[src/include/adf_params.svh]
// Contract
// - Failed request answers NAK, echo, error, ETX.
// - Lowercase NAK reply carries ASCII hex sum.
// - Successful write answers ACK echo ETX, sum if lowercase.
// - Write uses W/w SS; read sequential type.
// - Block count 1 to 16, else rejected.
// - Name length field 1 to 16 characters.
// - Names hold digits, letters and percent only.
// - Data is hex, padded to type width.
// - Hex digits arrive most significant first.
// - Bit data is 00 or 01.
// - Read ACK gives returned byte count hex.
// - Read longer than 120 bytes is rejected.
`ifndef ADF_PARAMS_SVH
`define ADF_PARAMS_SVH
// ==========================================
// Control characters
`define ADF_ENQ 8'h05
`define ADF_EOT 8'h04
`define ADF_ACK 8'h06
`define ADF_NAK 8'h15
`define ADF_ETX 8'h03
// ==========================================
// Command characters
`define ADF_CMD_W 8'h57
`define ADF_CMD_WL 8'h77
`define ADF_CMD_R 8'h52
`define ADF_CMD_RL 8'h72
`define ADF_TYPE_SS 16'h5353
`define ADF_TYPE_SEQ 16'h5342
// ==========================================
// Limits
`define ADF_MAX_BLOCKS 16
`define ADF_MAX_NAME 5'h10
`define ADF_MAX_READ_BYTES 120
// ==========================================
// Error codes, values arbitrary
`define ADF_ERR_HEX 16'h0001
`define ADF_ERR_CMD 16'h0002
`define ADF_ERR_BLOCKS 16'h0003
`define ADF_ERR_NAMELEN 16'h0004
`define ADF_ERR_NAME 16'h0005
`define ADF_ERR_TYPE 16'h0006
`define ADF_ERR_BIT 16'h0007
`define ADF_ERR_COUNT 16'h0008
`define ADF_ERR_FRAME 16'h0009
`define ADF_ERR_SUM 16'h000a
`endif

[src/include/adf_pkg.sv]
package adf_pkg;
	// Frame handler states
	typedef enum logic [3:0] {
		S_IDLE, S_STN, S_CMD, S_TYP, S_NBLK, S_LEN, S_NAME,
		S_DATA, S_NUM, S_EOT, S_SUM, S_TX, S_FETCH
	} adf_state_t;

	// Whole state of the handler
	typedef struct packed {
		adf_state_t st;
		logic [7:0] stn;
		logic [7:0] cmd;
		logic [15:0] typ;
		logic mine;
		logic lower;
		logic rd;
		logic [15:0] err;
		logic [7:0] acc;
		logic [4:0] cnt;
		logic [4:0] nblk;
		logic [4:0] blk;
		logic [4:0] len;
		logic [3:0] size;
		logic [3:0] psize;
		logic isbit;
		logic [63:0] val;
		logic [7:0] sum;
		logic [7:0] tx_byte;
		logic tx_valid;
		logic [7:0] tx_idx;
		logic [6:0] nbytes;
		logic [6:0] rd_idx;
		logic fetched;
		logic [7:0] rd_byte;
		logic wr;
		logic name_v;
		logic [7:0] name_c;
		logic name_first;
	} adf_regs_t;
endpackage

[src/design/adf_frame.sv]
`timescale 1ns/100ps
`include "adf_params.svh"
module adf_frame import adf_pkg::*; #(
	parameter int MAX_BLOCKS = `ADF_MAX_BLOCKS,
	parameter int MAX_READ_BYTES = `ADF_MAX_READ_BYTES
) (
	input wire logic CLOCK,
	input wire logic RESET,
	input wire logic [7:0] STATION_ID,
	input wire logic [7:0] RX_DATA,
	input wire logic RX_VALID,
	output logic RX_READY,
	output logic [7:0] TX_DATA,
	output logic TX_VALID,
	input wire logic TX_READY,
	output logic NAME_VALID,
	output logic [7:0] NAME_CHAR,
	output logic NAME_FIRST,
	output logic MEM_WR,
	output logic [63:0] MEM_WR_DATA,
	output logic [3:0] MEM_WR_SIZE,
	output logic MEM_WR_BIT,
	output logic MEM_RD_REQ,
	output logic [6:0] MEM_RD_IDX,
	input wire logic [7:0] MEM_RD_BYTE
);
	// ==========================================
	// Elaboration checks
	if (MAX_BLOCKS < 1 || MAX_BLOCKS > 16) begin : g_bad_blocks
		$error("MAX_BLOCKS must be 1 to 16");
	end
	if (MAX_READ_BYTES < 1 || MAX_READ_BYTES > 120) begin : g_bad_read
		$error("MAX_READ_BYTES must be 1 to 120");
	end

	// ==========================================
	// Helpers
	// Hex character to nibble, bit 4 flags a valid digit
	function automatic logic [4:0] hexdec(input logic [7:0] c);
		if (c >= 8'h30 && c <= 8'h39) hexdec = {1'b1, c[3:0]};
		else if ((c >= 8'h41 && c <= 8'h46) || (c >= 8'h61 && c <= 8'h66))
			hexdec = {1'b1, c[3:0] + 4'h9};
		else hexdec = 5'h00;
	endfunction
	// Nibble to upper-case hex character
	function automatic logic [7:0] hexenc(input logic [3:0] n);
		hexenc = (n < 4'ha) ? (8'h30 + {4'h0, n}) : (8'h37 + {4'h0, n});
	endfunction
	// Name character: digit, letter or percent
	function automatic logic name_ok(input logic [7:0] c);
		name_ok = (c >= 8'h30 && c <= 8'h39) || (c >= 8'h41 && c <= 8'h5a) ||
			(c >= 8'h61 && c <= 8'h7a) || c == 8'h25;
	endfunction

	// ==========================================
	// State
	adf_regs_t r_reg; // Registered state
	adf_regs_t r_next; // Next state
	logic rx_fire; // Byte taken this cycle
	logic [4:0] h; // Decoded hex of incoming byte
	logic [7:0] acc_n; // Hex byte with incoming nibble
	logic fail; // Parse error this byte
	logic [15:0] fcode; // Its code
	logic [8:0] plen; // Reply payload length in chars
	logic [8:0] pend; // Reply length in chars
	logic [8:0] q; // Char position after type
	logic isdata; // Char is a read data char
	logic [7:0] ch; // Reply char at tx_idx
	logic [10:0] rbytes; // Requested read bytes

	assign rx_fire = RX_VALID && RX_READY;
	assign h = hexdec(RX_DATA);
	assign acc_n = {r_reg.acc[3:0], h[3:0]};
	assign RX_READY = r_reg.st != S_TX && r_reg.st != S_FETCH;
	// Payload: 4 error chars on NAK, block/count/data on read ACK
	assign plen = (r_reg.err != 16'h0000) ? 9'd4 :
		r_reg.rd ? (9'd4 + {1'b0, r_reg.nbytes, 1'b0}) : 9'd0;
	assign pend = r_reg.lower ? (plen + 9'd9) : (plen + 9'd7);
	assign q = {1'b0, r_reg.tx_idx} - 9'd6;
	assign isdata = r_reg.rd && r_reg.err == 16'h0000 && r_reg.tx_idx >= 8'd10 &&
		q < plen;
	assign rbytes = {3'h0, acc_n} * {7'h0, r_reg.size};

	// ==========================================
	// Reply character generator
	always_comb begin
		ch = `ADF_ETX;
		case (r_reg.tx_idx)
			8'd0: ch = (r_reg.err != 16'h0000) ? `ADF_NAK : `ADF_ACK;
			8'd1: ch = hexenc(r_reg.stn[7:4]);
			8'd2: ch = hexenc(r_reg.stn[3:0]);
			8'd3: ch = r_reg.cmd;
			8'd4: ch = r_reg.typ[15:8];
			8'd5: ch = r_reg.typ[7:0];
			default: begin
				if (q < plen && r_reg.err != 16'h0000) begin
					// Error code, four chars high first
					case (q[1:0])
						2'd0: ch = hexenc(r_reg.err[15:12]);
						2'd1: ch = hexenc(r_reg.err[11:8]);
						2'd2: ch = hexenc(r_reg.err[7:4]);
						default: ch = hexenc(r_reg.err[3:0]);
					endcase
				end else if (q < plen) begin
					// One block, byte count, then data
					if (q == 9'd0) ch = 8'h30;
					else if (q == 9'd1) ch = 8'h31;
					else if (q == 9'd2) ch = hexenc({1'b0, r_reg.nbytes[6:4]});
					else if (q == 9'd3) ch = hexenc(r_reg.nbytes[3:0]);
					else if (q[0] == 1'b0) ch = hexenc(r_reg.rd_byte[7:4]);
					else ch = hexenc(r_reg.rd_byte[3:0]);
				end else if (q == plen) ch = `ADF_ETX;
				else if (q == plen + 9'd1) ch = hexenc(r_reg.sum[7:4]);
				else ch = hexenc(r_reg.sum[3:0]);
			end
		endcase
	end

	// ==========================================
	// Next state
	always_comb begin
		r_next = r_reg;
		r_next.wr = 1'b0;
		r_next.name_v = 1'b0;
		fail = 1'b0;
		fcode = 16'h0000;
		if (rx_fire && RX_DATA == `ADF_ENQ) begin
			// Frame start, also restarts a broken frame
			r_next.st = S_STN;
			r_next.sum = RX_DATA;
			r_next.err = 16'h0000;
			r_next.cnt = 5'h00;
			r_next.blk = 5'h00;
			r_next.mine = 1'b0; // Silent until the station matches
		end else if (rx_fire && r_reg.st != S_IDLE) begin
			if (r_reg.st != S_SUM) r_next.sum = r_reg.sum + RX_DATA;
			r_next.acc = acc_n;
			r_next.cnt = r_reg.cnt + 5'h01;
			// Hex fields
			if ((r_reg.st == S_STN || r_reg.st == S_NBLK || r_reg.st == S_LEN ||
				r_reg.st == S_DATA || r_reg.st == S_NUM || r_reg.st == S_SUM) && !h[4]) begin
				fail = 1'b1;
				fcode = `ADF_ERR_HEX;
			end else begin
				case (r_reg.st)
					S_STN: begin
						if (r_reg.cnt[0]) begin
							r_next.stn = acc_n;
							r_next.mine = acc_n == STATION_ID;
							r_next.st = S_CMD;
						end
					end
					S_CMD: begin
						r_next.cmd = RX_DATA;
						r_next.lower = RX_DATA == `ADF_CMD_WL || RX_DATA == `ADF_CMD_RL;
						r_next.rd = RX_DATA == `ADF_CMD_R || RX_DATA == `ADF_CMD_RL;
						r_next.cnt = 5'h00;
						r_next.st = S_TYP;
						if (RX_DATA != `ADF_CMD_W && RX_DATA != `ADF_CMD_WL &&
							RX_DATA != `ADF_CMD_R && RX_DATA != `ADF_CMD_RL) begin
							fail = 1'b1;
							fcode = `ADF_ERR_CMD;
						end
					end
					S_TYP: begin
						r_next.typ = {r_reg.typ[7:0], RX_DATA};
						if (r_reg.cnt[0]) begin
							r_next.cnt = 5'h00;
							r_next.st = r_reg.rd ? S_LEN : S_NBLK;
							if ({r_reg.typ[7:0], RX_DATA} !=
								(r_reg.rd ? `ADF_TYPE_SEQ : `ADF_TYPE_SS)) begin
								fail = 1'b1;
								fcode = `ADF_ERR_CMD;
							end
						end
					end
					S_NBLK: begin
						if (r_reg.cnt[0]) begin
							r_next.cnt = 5'h00;
							r_next.nblk = acc_n[4:0];
							r_next.st = S_LEN;
							if (acc_n == 8'h00 || acc_n > 8'(MAX_BLOCKS)) begin
								fail = 1'b1;
								fcode = `ADF_ERR_BLOCKS;
							end
						end
					end
					S_LEN: begin
						if (r_reg.cnt[0]) begin
							r_next.cnt = 5'h00;
							r_next.len = acc_n[4:0];
							r_next.size = 4'h0;
							r_next.st = S_NAME;
							if (acc_n == 8'h00 || acc_n > {3'h0, `ADF_MAX_NAME}) begin
								fail = 1'b1;
								fcode = `ADF_ERR_NAMELEN;
							end
						end
					end
					S_NAME: begin
						// Stream the name out, type letter is third char
						r_next.name_v = r_reg.mine;
						r_next.name_c = RX_DATA;
						r_next.name_first = r_reg.cnt == 5'h00;
						if (r_reg.cnt == 5'h02) begin
							r_next.isbit = RX_DATA == 8'h58;
							case (RX_DATA)
								8'h58, 8'h42: r_next.size = 4'h1;
								8'h57: r_next.size = 4'h2;
								8'h44: r_next.size = 4'h4;
								8'h4c: r_next.size = 4'h8;
								default: r_next.size = 4'h0;
							endcase
						end
						if (!name_ok(RX_DATA)) begin
							fail = 1'b1;
							fcode = `ADF_ERR_NAME;
						end else if (r_reg.cnt == r_reg.len - 5'h01) begin
							r_next.cnt = 5'h00;
							r_next.val = 64'h0;
							r_next.acc = 8'h00;
							r_next.st = r_reg.rd ? S_NUM : S_DATA;
							if (r_next.size == 4'h0 ||
								(r_reg.blk != 5'h00 && r_next.size != r_reg.psize)) begin
								fail = 1'b1;
								fcode = `ADF_ERR_TYPE;
							end
						end
					end
					S_DATA: begin
						r_next.val = {r_reg.val[59:0], h[3:0]};
						if (r_reg.cnt == {r_reg.size, 1'b0} - 5'h01) begin
							r_next.psize = r_reg.size;
							r_next.blk = r_reg.blk + 5'h01;
							r_next.cnt = 5'h00;
							r_next.st = (r_reg.blk + 5'h01 == r_reg.nblk) ? S_EOT : S_LEN;
							if (r_reg.isbit && r_next.val > 64'h1) begin
								fail = 1'b1;
								fcode = `ADF_ERR_BIT;
							end else begin
								r_next.wr = r_reg.mine && r_reg.err == 16'h0000;
							end
						end
					end
					S_NUM: begin
						if (r_reg.cnt[0]) begin
							r_next.st = S_EOT;
							r_next.nbytes = rbytes[6:0];
							if (r_reg.isbit || acc_n == 8'h00 ||
								({3'h0, acc_n} * {7'h0, r_reg.size}) > 11'(MAX_READ_BYTES)) begin
								fail = 1'b1;
								fcode = `ADF_ERR_COUNT;
							end
						end
					end
					S_EOT: begin
						if (RX_DATA == `ADF_EOT) begin
							r_next.cnt = 5'h00;
							r_next.st = r_reg.lower ? S_SUM : S_TX;
						end else if (r_reg.err == 16'h0000) begin
							r_next.err = `ADF_ERR_FRAME;
						end
					end
					S_SUM: begin
						if (r_reg.cnt[0]) begin
							r_next.st = S_TX;
							if (acc_n != r_reg.sum && r_reg.err == 16'h0000)
								r_next.err = `ADF_ERR_SUM;
						end
					end
					default: r_next.st = S_IDLE;
				endcase
			end
			// First error sticks, rest of frame is skipped to EOT
			if (fail) begin
				if (r_reg.err == 16'h0000) r_next.err = fcode;
				r_next.wr = 1'b0;
				r_next.st = (r_reg.st == S_SUM) ? S_TX : S_EOT;
			end
			// Reply setup; foreign station stays silent
			if (r_next.st == S_TX) begin
				r_next.st = r_reg.mine ? S_TX : S_IDLE;
				r_next.tx_idx = 8'h00;
				r_next.sum = 8'h00;
				r_next.rd_idx = 7'h00;
				r_next.fetched = 1'b0;
			end
		end else if (r_reg.st == S_FETCH) begin
			// Device memory answers in the same cycle
			r_next.rd_byte = MEM_RD_BYTE;
			r_next.fetched = 1'b1;
			r_next.st = S_TX;
		end else if (r_reg.st == S_TX && (!r_reg.tx_valid || TX_READY)) begin
			if ({1'b0, r_reg.tx_idx} == pend) begin
				r_next.tx_valid = 1'b0;
				r_next.st = S_IDLE;
			end else if (isdata && !q[0] && !r_reg.fetched) begin
				r_next.tx_valid = 1'b0;
				r_next.st = S_FETCH;
			end else begin
				r_next.tx_byte = ch;
				r_next.tx_valid = 1'b1;
				r_next.tx_idx = r_reg.tx_idx + 8'h01;
				if (q <= plen || r_reg.tx_idx < 8'd6)
					r_next.sum = r_reg.sum + ch;
				if (isdata && q[0]) begin
					r_next.fetched = 1'b0;
					r_next.rd_idx = r_reg.rd_idx + 7'h01;
				end
			end
		end
	end

	// ==========================================
	// Register
	always_ff @(posedge CLOCK) begin
		if (RESET) r_reg <= '0;
		else r_reg <= r_next;
	end

	// ==========================================
	// Outputs
	assign TX_DATA = r_reg.tx_byte;
	assign TX_VALID = r_reg.tx_valid;
	assign NAME_VALID = r_reg.name_v;
	assign NAME_CHAR = r_reg.name_c;
	assign NAME_FIRST = r_reg.name_first;
	assign MEM_WR = r_reg.wr;
	assign MEM_WR_DATA = r_reg.val;
	assign MEM_WR_SIZE = r_reg.psize;
	assign MEM_WR_BIT = r_reg.isbit;
	assign MEM_RD_REQ = r_reg.st == S_FETCH;
	assign MEM_RD_IDX = r_reg.rd_idx;
endmodule

[config.mk]
export PLATFORM = sky130hd
export DESIGN_NAME = adf_frame
export DESIGN_NICKNAME = d
export VERILOG_FILES = /design/src/include/adf_pkg.sv /design/src/design/adf_frame.sv
export VERILOG_INCLUDE_DIRS = /design/src /design/src/include
export SDC_FILE = /design/constraint.sdc
export NUM_CORES = 1
export LEC_CHECK = 0
export ABC_AREA = 1
export BUFFER_PORTS_ARGS = -buffer_cell sky130_fd_sc_hd__buf_2
export CAP_MARGIN = 20
export CORE_UTILIZATION = 39
export CTS_BUF_LIST = sky130_fd_sc_hd__clkbuf_16
export DETAILED_ROUTE_END_ITERATION = 8
export PLACE_DENSITY = 0.64
export SETUP_SLACK_MARGIN = 0.02
export SYNTH_ARGS = -nofsm -noshare
export SYNTH_HDL_FRONTEND = slang
export SYNTH_SLANG_ARGS = --single-unit
export TNS_END_PERCENT = 1
[constraint.sdc]
create_clock -name CLOCK -period 10.91 [get_ports CLOCK]
set_clock_uncertainty 0.05 [all_clocks]
set_input_delay 2.182 -clock CLOCK [delete_from_list [all_inputs] [get_ports CLOCK]]
set_output_delay 2.182 -clock CLOCK [all_outputs]
set_load 0.01 [all_outputs]
=== Word level (Yosys, flattened, before mapping) ===
Cells that the tools add are included.

* Register bits: 211
* Bits in latches: 0
* RAM bits: 0
* ROM bits: 0
* Input bits: 28
* Output and inout port bits: 98
* Word-level logic and storage cells: 418
* Memories kept: 0

* Add/sub/neg operators: 38
* Multiply operators: 1
* Divide/modulo/power cells: 0
* Order comparisons: 27
* Equality and inequality tests: 65
* Shift-type cells: 0
* Mux-type cells: 152
* Bitwise gates (word level): 9
* Reduce and logical (&&, ||, !) cells: 96

{| class="wikitable"
|+ Operators by type and width
! kind !! count
|-
| $mux W16 || 15
|-
| $mux W156 || 1
|-
| $add A6 B4 Y7 const A || 22
|-
| $mux W8 || 19
|-
| $mux W7 || 20
|-
| $mux W64 || 2
|-
| $pmux W64 S2 || 1
|-
| $mux W4 || 30
|-
| $pmux W16 S7 || 1
|-
| $eq A8 B7 Y1 const B || 8
|-
| $gt A64 B1 Y1 const B || 1
|-
| $mux W5 || 11
|-
| $mux W25 || 2
|-
| $pmux W8 S6 || 1
|-
| $lt A4 B4 Y1 const B || 11
|-
| $pmux W4 S10 || 1
|-
| $mux W9 || 4
|-
| $reduce_and A5 Y1 || 7
|-
| $eq A8 B3 Y1 const B || 4
|-
| $le A8 B7 Y1 const B || 4
|-
| $ne A8 B7 Y1 const B || 4
|-
| $pmux W16 S2 || 1
|-
| $pmux W5 S6 || 1
|-
| $reduce_and A6 Y1 || 5
|-
| other kinds (80) || 212
|}

=== Logic depth before layout (Yosys ltp) ===
* Depth after elaboration: 27
* Gate-level depth with buffers: 37
* Mapped depth without buffers: 37

=== Worst setup path after synthesis ===
Ideal clock, no wire load.

* Kind: input-to-reg
* From: in RX_DATA[0]
* To: reg r_reg[52] (netlist bit)
* Setup time: 0.067 ns
* Data arrival time: 6.503 ns
* Data required time: 10.793 ns
* Slack: 4.290 ns
* Cell stages on the path: 35
* Buffers on the path: 1
* Cells stage by stage: inv_2 ha_1 nor2_1 nand2_1 nand3_4 nand2_1 nand2_2 nand2_4 inv_4 nand2_1 fa_1 inv_1 fa_1 inv_1 fa_1 inv_1 nand2_1 nand2_1 nand2_1 nand3_1 nand3_1 nor3_1 nand3_1 nand2_1 nand3_1 nand2_2 nand3_4 inv_2 nand2_2 nand3_4 nand2_4 buf_6 nor2_4 nand3_1 a21oi_2

* Cells in the longest elaborated chain, start to end: 25
* Elaborated cells between the ends (all ways): 95
* Those cells by class: add/sub: 2; mul: 1; order compare: 11; eq/ne: 19; mux: 35; reduce/logical: 27

{| class="wikitable"
|+ Ends and longest elaborated chain
! item !! RTL line !! RTL
|-
| start, declared || adf_frame.sv:10 || <nowiki>input wire logic [7:0] RX_DATA,</nowiki>
|-
| parallel branches: the longest is 25 deep, another holds $mul A8 B4 Y11 || - ||
|-
| end signal, assigned || adf_frame.sv:318 || <nowiki>else r_reg <= r_next;</nowiki>
|-
| end, declared || adf_frame.sv:57 || <nowiki>adf_regs_t r_reg;</nowiki>
|}

Parallel ways; which one is timed is not known. The select of a mux whose other input is x is not followed.
A chain may end at the register's enable or synchronous reset.

=== Worst setup path in the final report ===
* From: in RX_DATA[1]
* To: reg r_reg, in the netlist MEM_RD_IDX[0]

* Cells in the longest elaborated chain, start to end: 24
* Elaborated cells between the ends (all ways): 86
* Those cells by class: add/sub: 1; mul: 1; order compare: 11; eq/ne: 16; mux: 31; bitwise: 1; reduce/logical: 25

{| class="wikitable"
|+ Ends and longest elaborated chain
! item
|-
| parallel branches: the longest is 23 deep, another holds $mul A8 B4 Y11
|-
| $reduce_and A7 Y1 (no source line) *
|}

Every way passes the cells marked *. The select of a mux whose other input is x is not followed.

==> impl_results.md <==
- Failing checks: design-rule violations
- Clock power share: between 20% and 30%
- Nets: approximately 2400
- GR Overflow Total: 0
- Fmax: roughly 0.14 GHz
- Worst path bufs/invs: 4
- Vias: approximately 15000
- Iter 0 DRT Violations: 1417
- DRT antenna net count: 0
- Gate Count Post-Synth: ~2300
- Fin. Hold Viols: 0
- RePlAce Congestion: around 0.94
- Iteration count of the initial detailed-routing pass: 8
- Cts hold-fix bufs: 0
- Ys flop type: dfxtp_1
- Vert. Die Dim: roughly 200 um
- Reg power frac: about 28%
- RR Startpoint: r_reg[160]
- Worst slew margin: between 20% and 30%
- Critical path peak fanout: 14
- Critical Path Source: RX_DATA[1]
- Top cell type's share of synthesized area: 27.6%
- RSZ-0062 raised after global routing: no
- Avg WL per Cell: between 15 and 20 um
- Final setup violation count: 0
- Total negative slack: 0 ns
- Number of global-route vias before repair: ~14000
- P per Cell Area: 200 nW/um^2
- First-pass GRT wire length: roughly 76000 um
- CP endpoint kind: register
- Most frequent cell after synthesis: nand2_1
- Worst min-delay path category: register to register
- Worst setup path endpoint: MEM_RD_IDX[0]
- Initial antenna violation count: 0
- Syn avg cell area: roughly 6.6 sq um
- Synthesized cell area: 15300 sq um
- Highest ir drop seen on vdd: 0.000127 V
- Post-synth EDFFs: 0
- Critical path's slowest cell: fa_1
- Initial Util: between 30% and 40%
- Crit start category: input port
- Synth top cells by count: 439 x nand2_1, 248 x inv_1, 247 x a21oi_1, 227 x nor2_1, 211 x dfxtp_1
- Final hold slack: between 0.4 and 0.5 ns
- Mapped Nets: about 2400
- Postcts setup bufs: 0
- CTS tree: built
- Asr flop ratio synth: 0%
- Status: finished, violations left
- Max Transition Viols Final: 0
- Die area: about 40000 sq um
- Critical path class: input port to register
- Final period util: about two thirds
- CTS Buf Count: 26
- Crit path max-delay family: simple AND/OR/NAND/NOR gates
- H-tree depth: 1
- Layout cell share with drive strength beyond 1: between 10% and 20%
- Die width: about 200 um
- Seq/Total Area, Yosys: roughly 28%
- Largest area contributor in the netlist: dfxtp_1
- Yosys warnings: 0
- CP arrival: about 7.8 ns
- CTS root buf: clkbuf_16
- Most frequent CP cell: nand2_1
- Routed wire length: approximately 49000 um
- Largest net degree at the start of global routing: ~80
- GRT Total Usage: around 24%
- Minimum clock period: roughly 7.3 ns
- Vias per cell: around 5.4
- WP data required: 11.35 ns
- Number of I/O pins: roughly 130
- Critical path's largest stage delay: roughly 0.54 ns
- R2R setup slack: 5.25 ns
- R2R Path End: r_reg[57]
- DP HPWL: 36400 um
- Clock Path Buffers: 3
- Library cells used by synthesis: 58
- Synth top area cells: dfxtp_1 28%, nand2_1 11%, a21oi_1 8.1%, inv_1 6.1%, ha_1 6.1%
- Num Clock Sinks: around 210
- Synth Register Bits: 211
- R2r worst-path depth: 28
- # port buffers: 125
- Max-cap viol count: 0
- Sw power: between 0.0015 and 0.002 W
- Leakage: between 6 and 7 nW
- Worst-Margin Slew: around 1.1 ns
- Stages on worst setup path: 33
- Placement row count: slightly above 70
- Core box area: between 30000 and 40000 sq um
- Resize count post-CTS: 0
- Clock latency at the later pin of the worst-skew pair: 0.57 ns
- Largest register FFs: around 110
- # diodes: 0
- Comb pwr share: between 40% and 50%
- DRC Markers: 2
- Clock slew at reported path FFs: approximately 0.06 ns
- Synthesis-to-layout area growth: 7.63%
- Power Internal: roughly 0.0018 W
- Net Sw Frac: about 46%
area by class of cell:
| type | count | area, sq um |
|---|---|---|
| Tap cell | 518 | 648 |
| Timing Repair Buffer | 137 | 731 |
| Inverter | 283 | 1060 |
| Multi-Input combinational cell | 1643 | 8970 |
| Clock inverter | 21 | 164 |
| Sequential cell | 211 | 4220 |
| Fill cell | 4097 | 22200 |
| Clock buffer | 26 | 651 |
layer usage:
metal  track usage [%]  wire [um]
met1              34.5      22500
met2              37.3      21700
met3              3.11       3410
met4              7.52       1260
met5                 0          0
cell families (layout without fill, tap and decap cells):
logic type,count (synthesis),in the layout,synth area share [%]
DFF,211,211,27.6
buffers and inverters,455,467,13.7
and+or+nand+nor,974,974,28.1
xor gates and xnor gates,58,58,3.32
AOI/OAI and AO/OA,522,522,19.1
adders and majority gates,89,89,8.02
layout by cell type, fill, tap and decap left out, types with 17 or more instances in the layout:
cell       instances
a21oi_1          247
a31oi_1           20
buf_2            124
clkbuf_16         26
dfxtp_1          211
ha_1              74
inv_1            253
inv_2             29
nand2_1          438
nand2_2           17
nand3_1          175
nand4_1           26
nor2_1           226
nor3_1            35
o21ai_0          164
xnor2_1           26
xor2_1            32
worst min-delay path by stage:
stage / start / cells after the start / endpoint / slack [ns]
finish: MEM_WR_DATA[61] / 2 / MEM_WR_DATA[61] / 0.41
global route: r_reg[194] / 2 / r_reg[194] / 0.43
floorplan: r_reg[196] / 2 / r_reg[196] / 0.38
detailed placement: r_reg[196] / 2 / r_reg[196] / 0.40
CTS: r_reg[196] / 2 / r_reg[196] / 0.41
global placement: r_reg[196] / 2 / r_reg[196] / 0.40
power by group through the flow:
stage / logic [W] / registers (W) / clock network, W
3_3_place_gp: 0.00146 / 0.000935 / 0
5_1_grt: 0.00167 / 0.000929 / 0.000891
6_report: 0.00151 / 0.000924 / 0.000846
4_1_cts: 0.00147 / 0.000919 / 0.000862
2_1_floorplan: 0.00109 / 0.000877 / 0
3_5_place_dp: 0.00146 / 0.000936 / 0
through the flow:
step                      cells  utilization [%]  cell area [sq um]  setup WS, ns  power, W
final                      2839             42.6              16500          3.60   0.00328
after global routing       2839             42.6              16500          3.11   0.00349
after CTS                  2837             42.5              16400          3.70   0.00325
after detailed placement   2790             40.4              15600          3.14   0.00240
after global placement     2790             40.4              15600          3.26   0.00239
after floorplan            2309                -              15300          4.29   0.00196
worst register-to-register path: cells and delay by family, from the launching register on:
family	cells	cell delay (ns)
adder cells (fa/ha/maj)	4	1.18
AO/OA/AOI/OAI	5	0.66
XOR/XNOR	1	0.16
flip-flops	1	0.37
buffers and inverters	3	0.35
AND/OR/NAND/NOR	15	2.78
No activity file was read; power rests on OpenSTA's default activity.
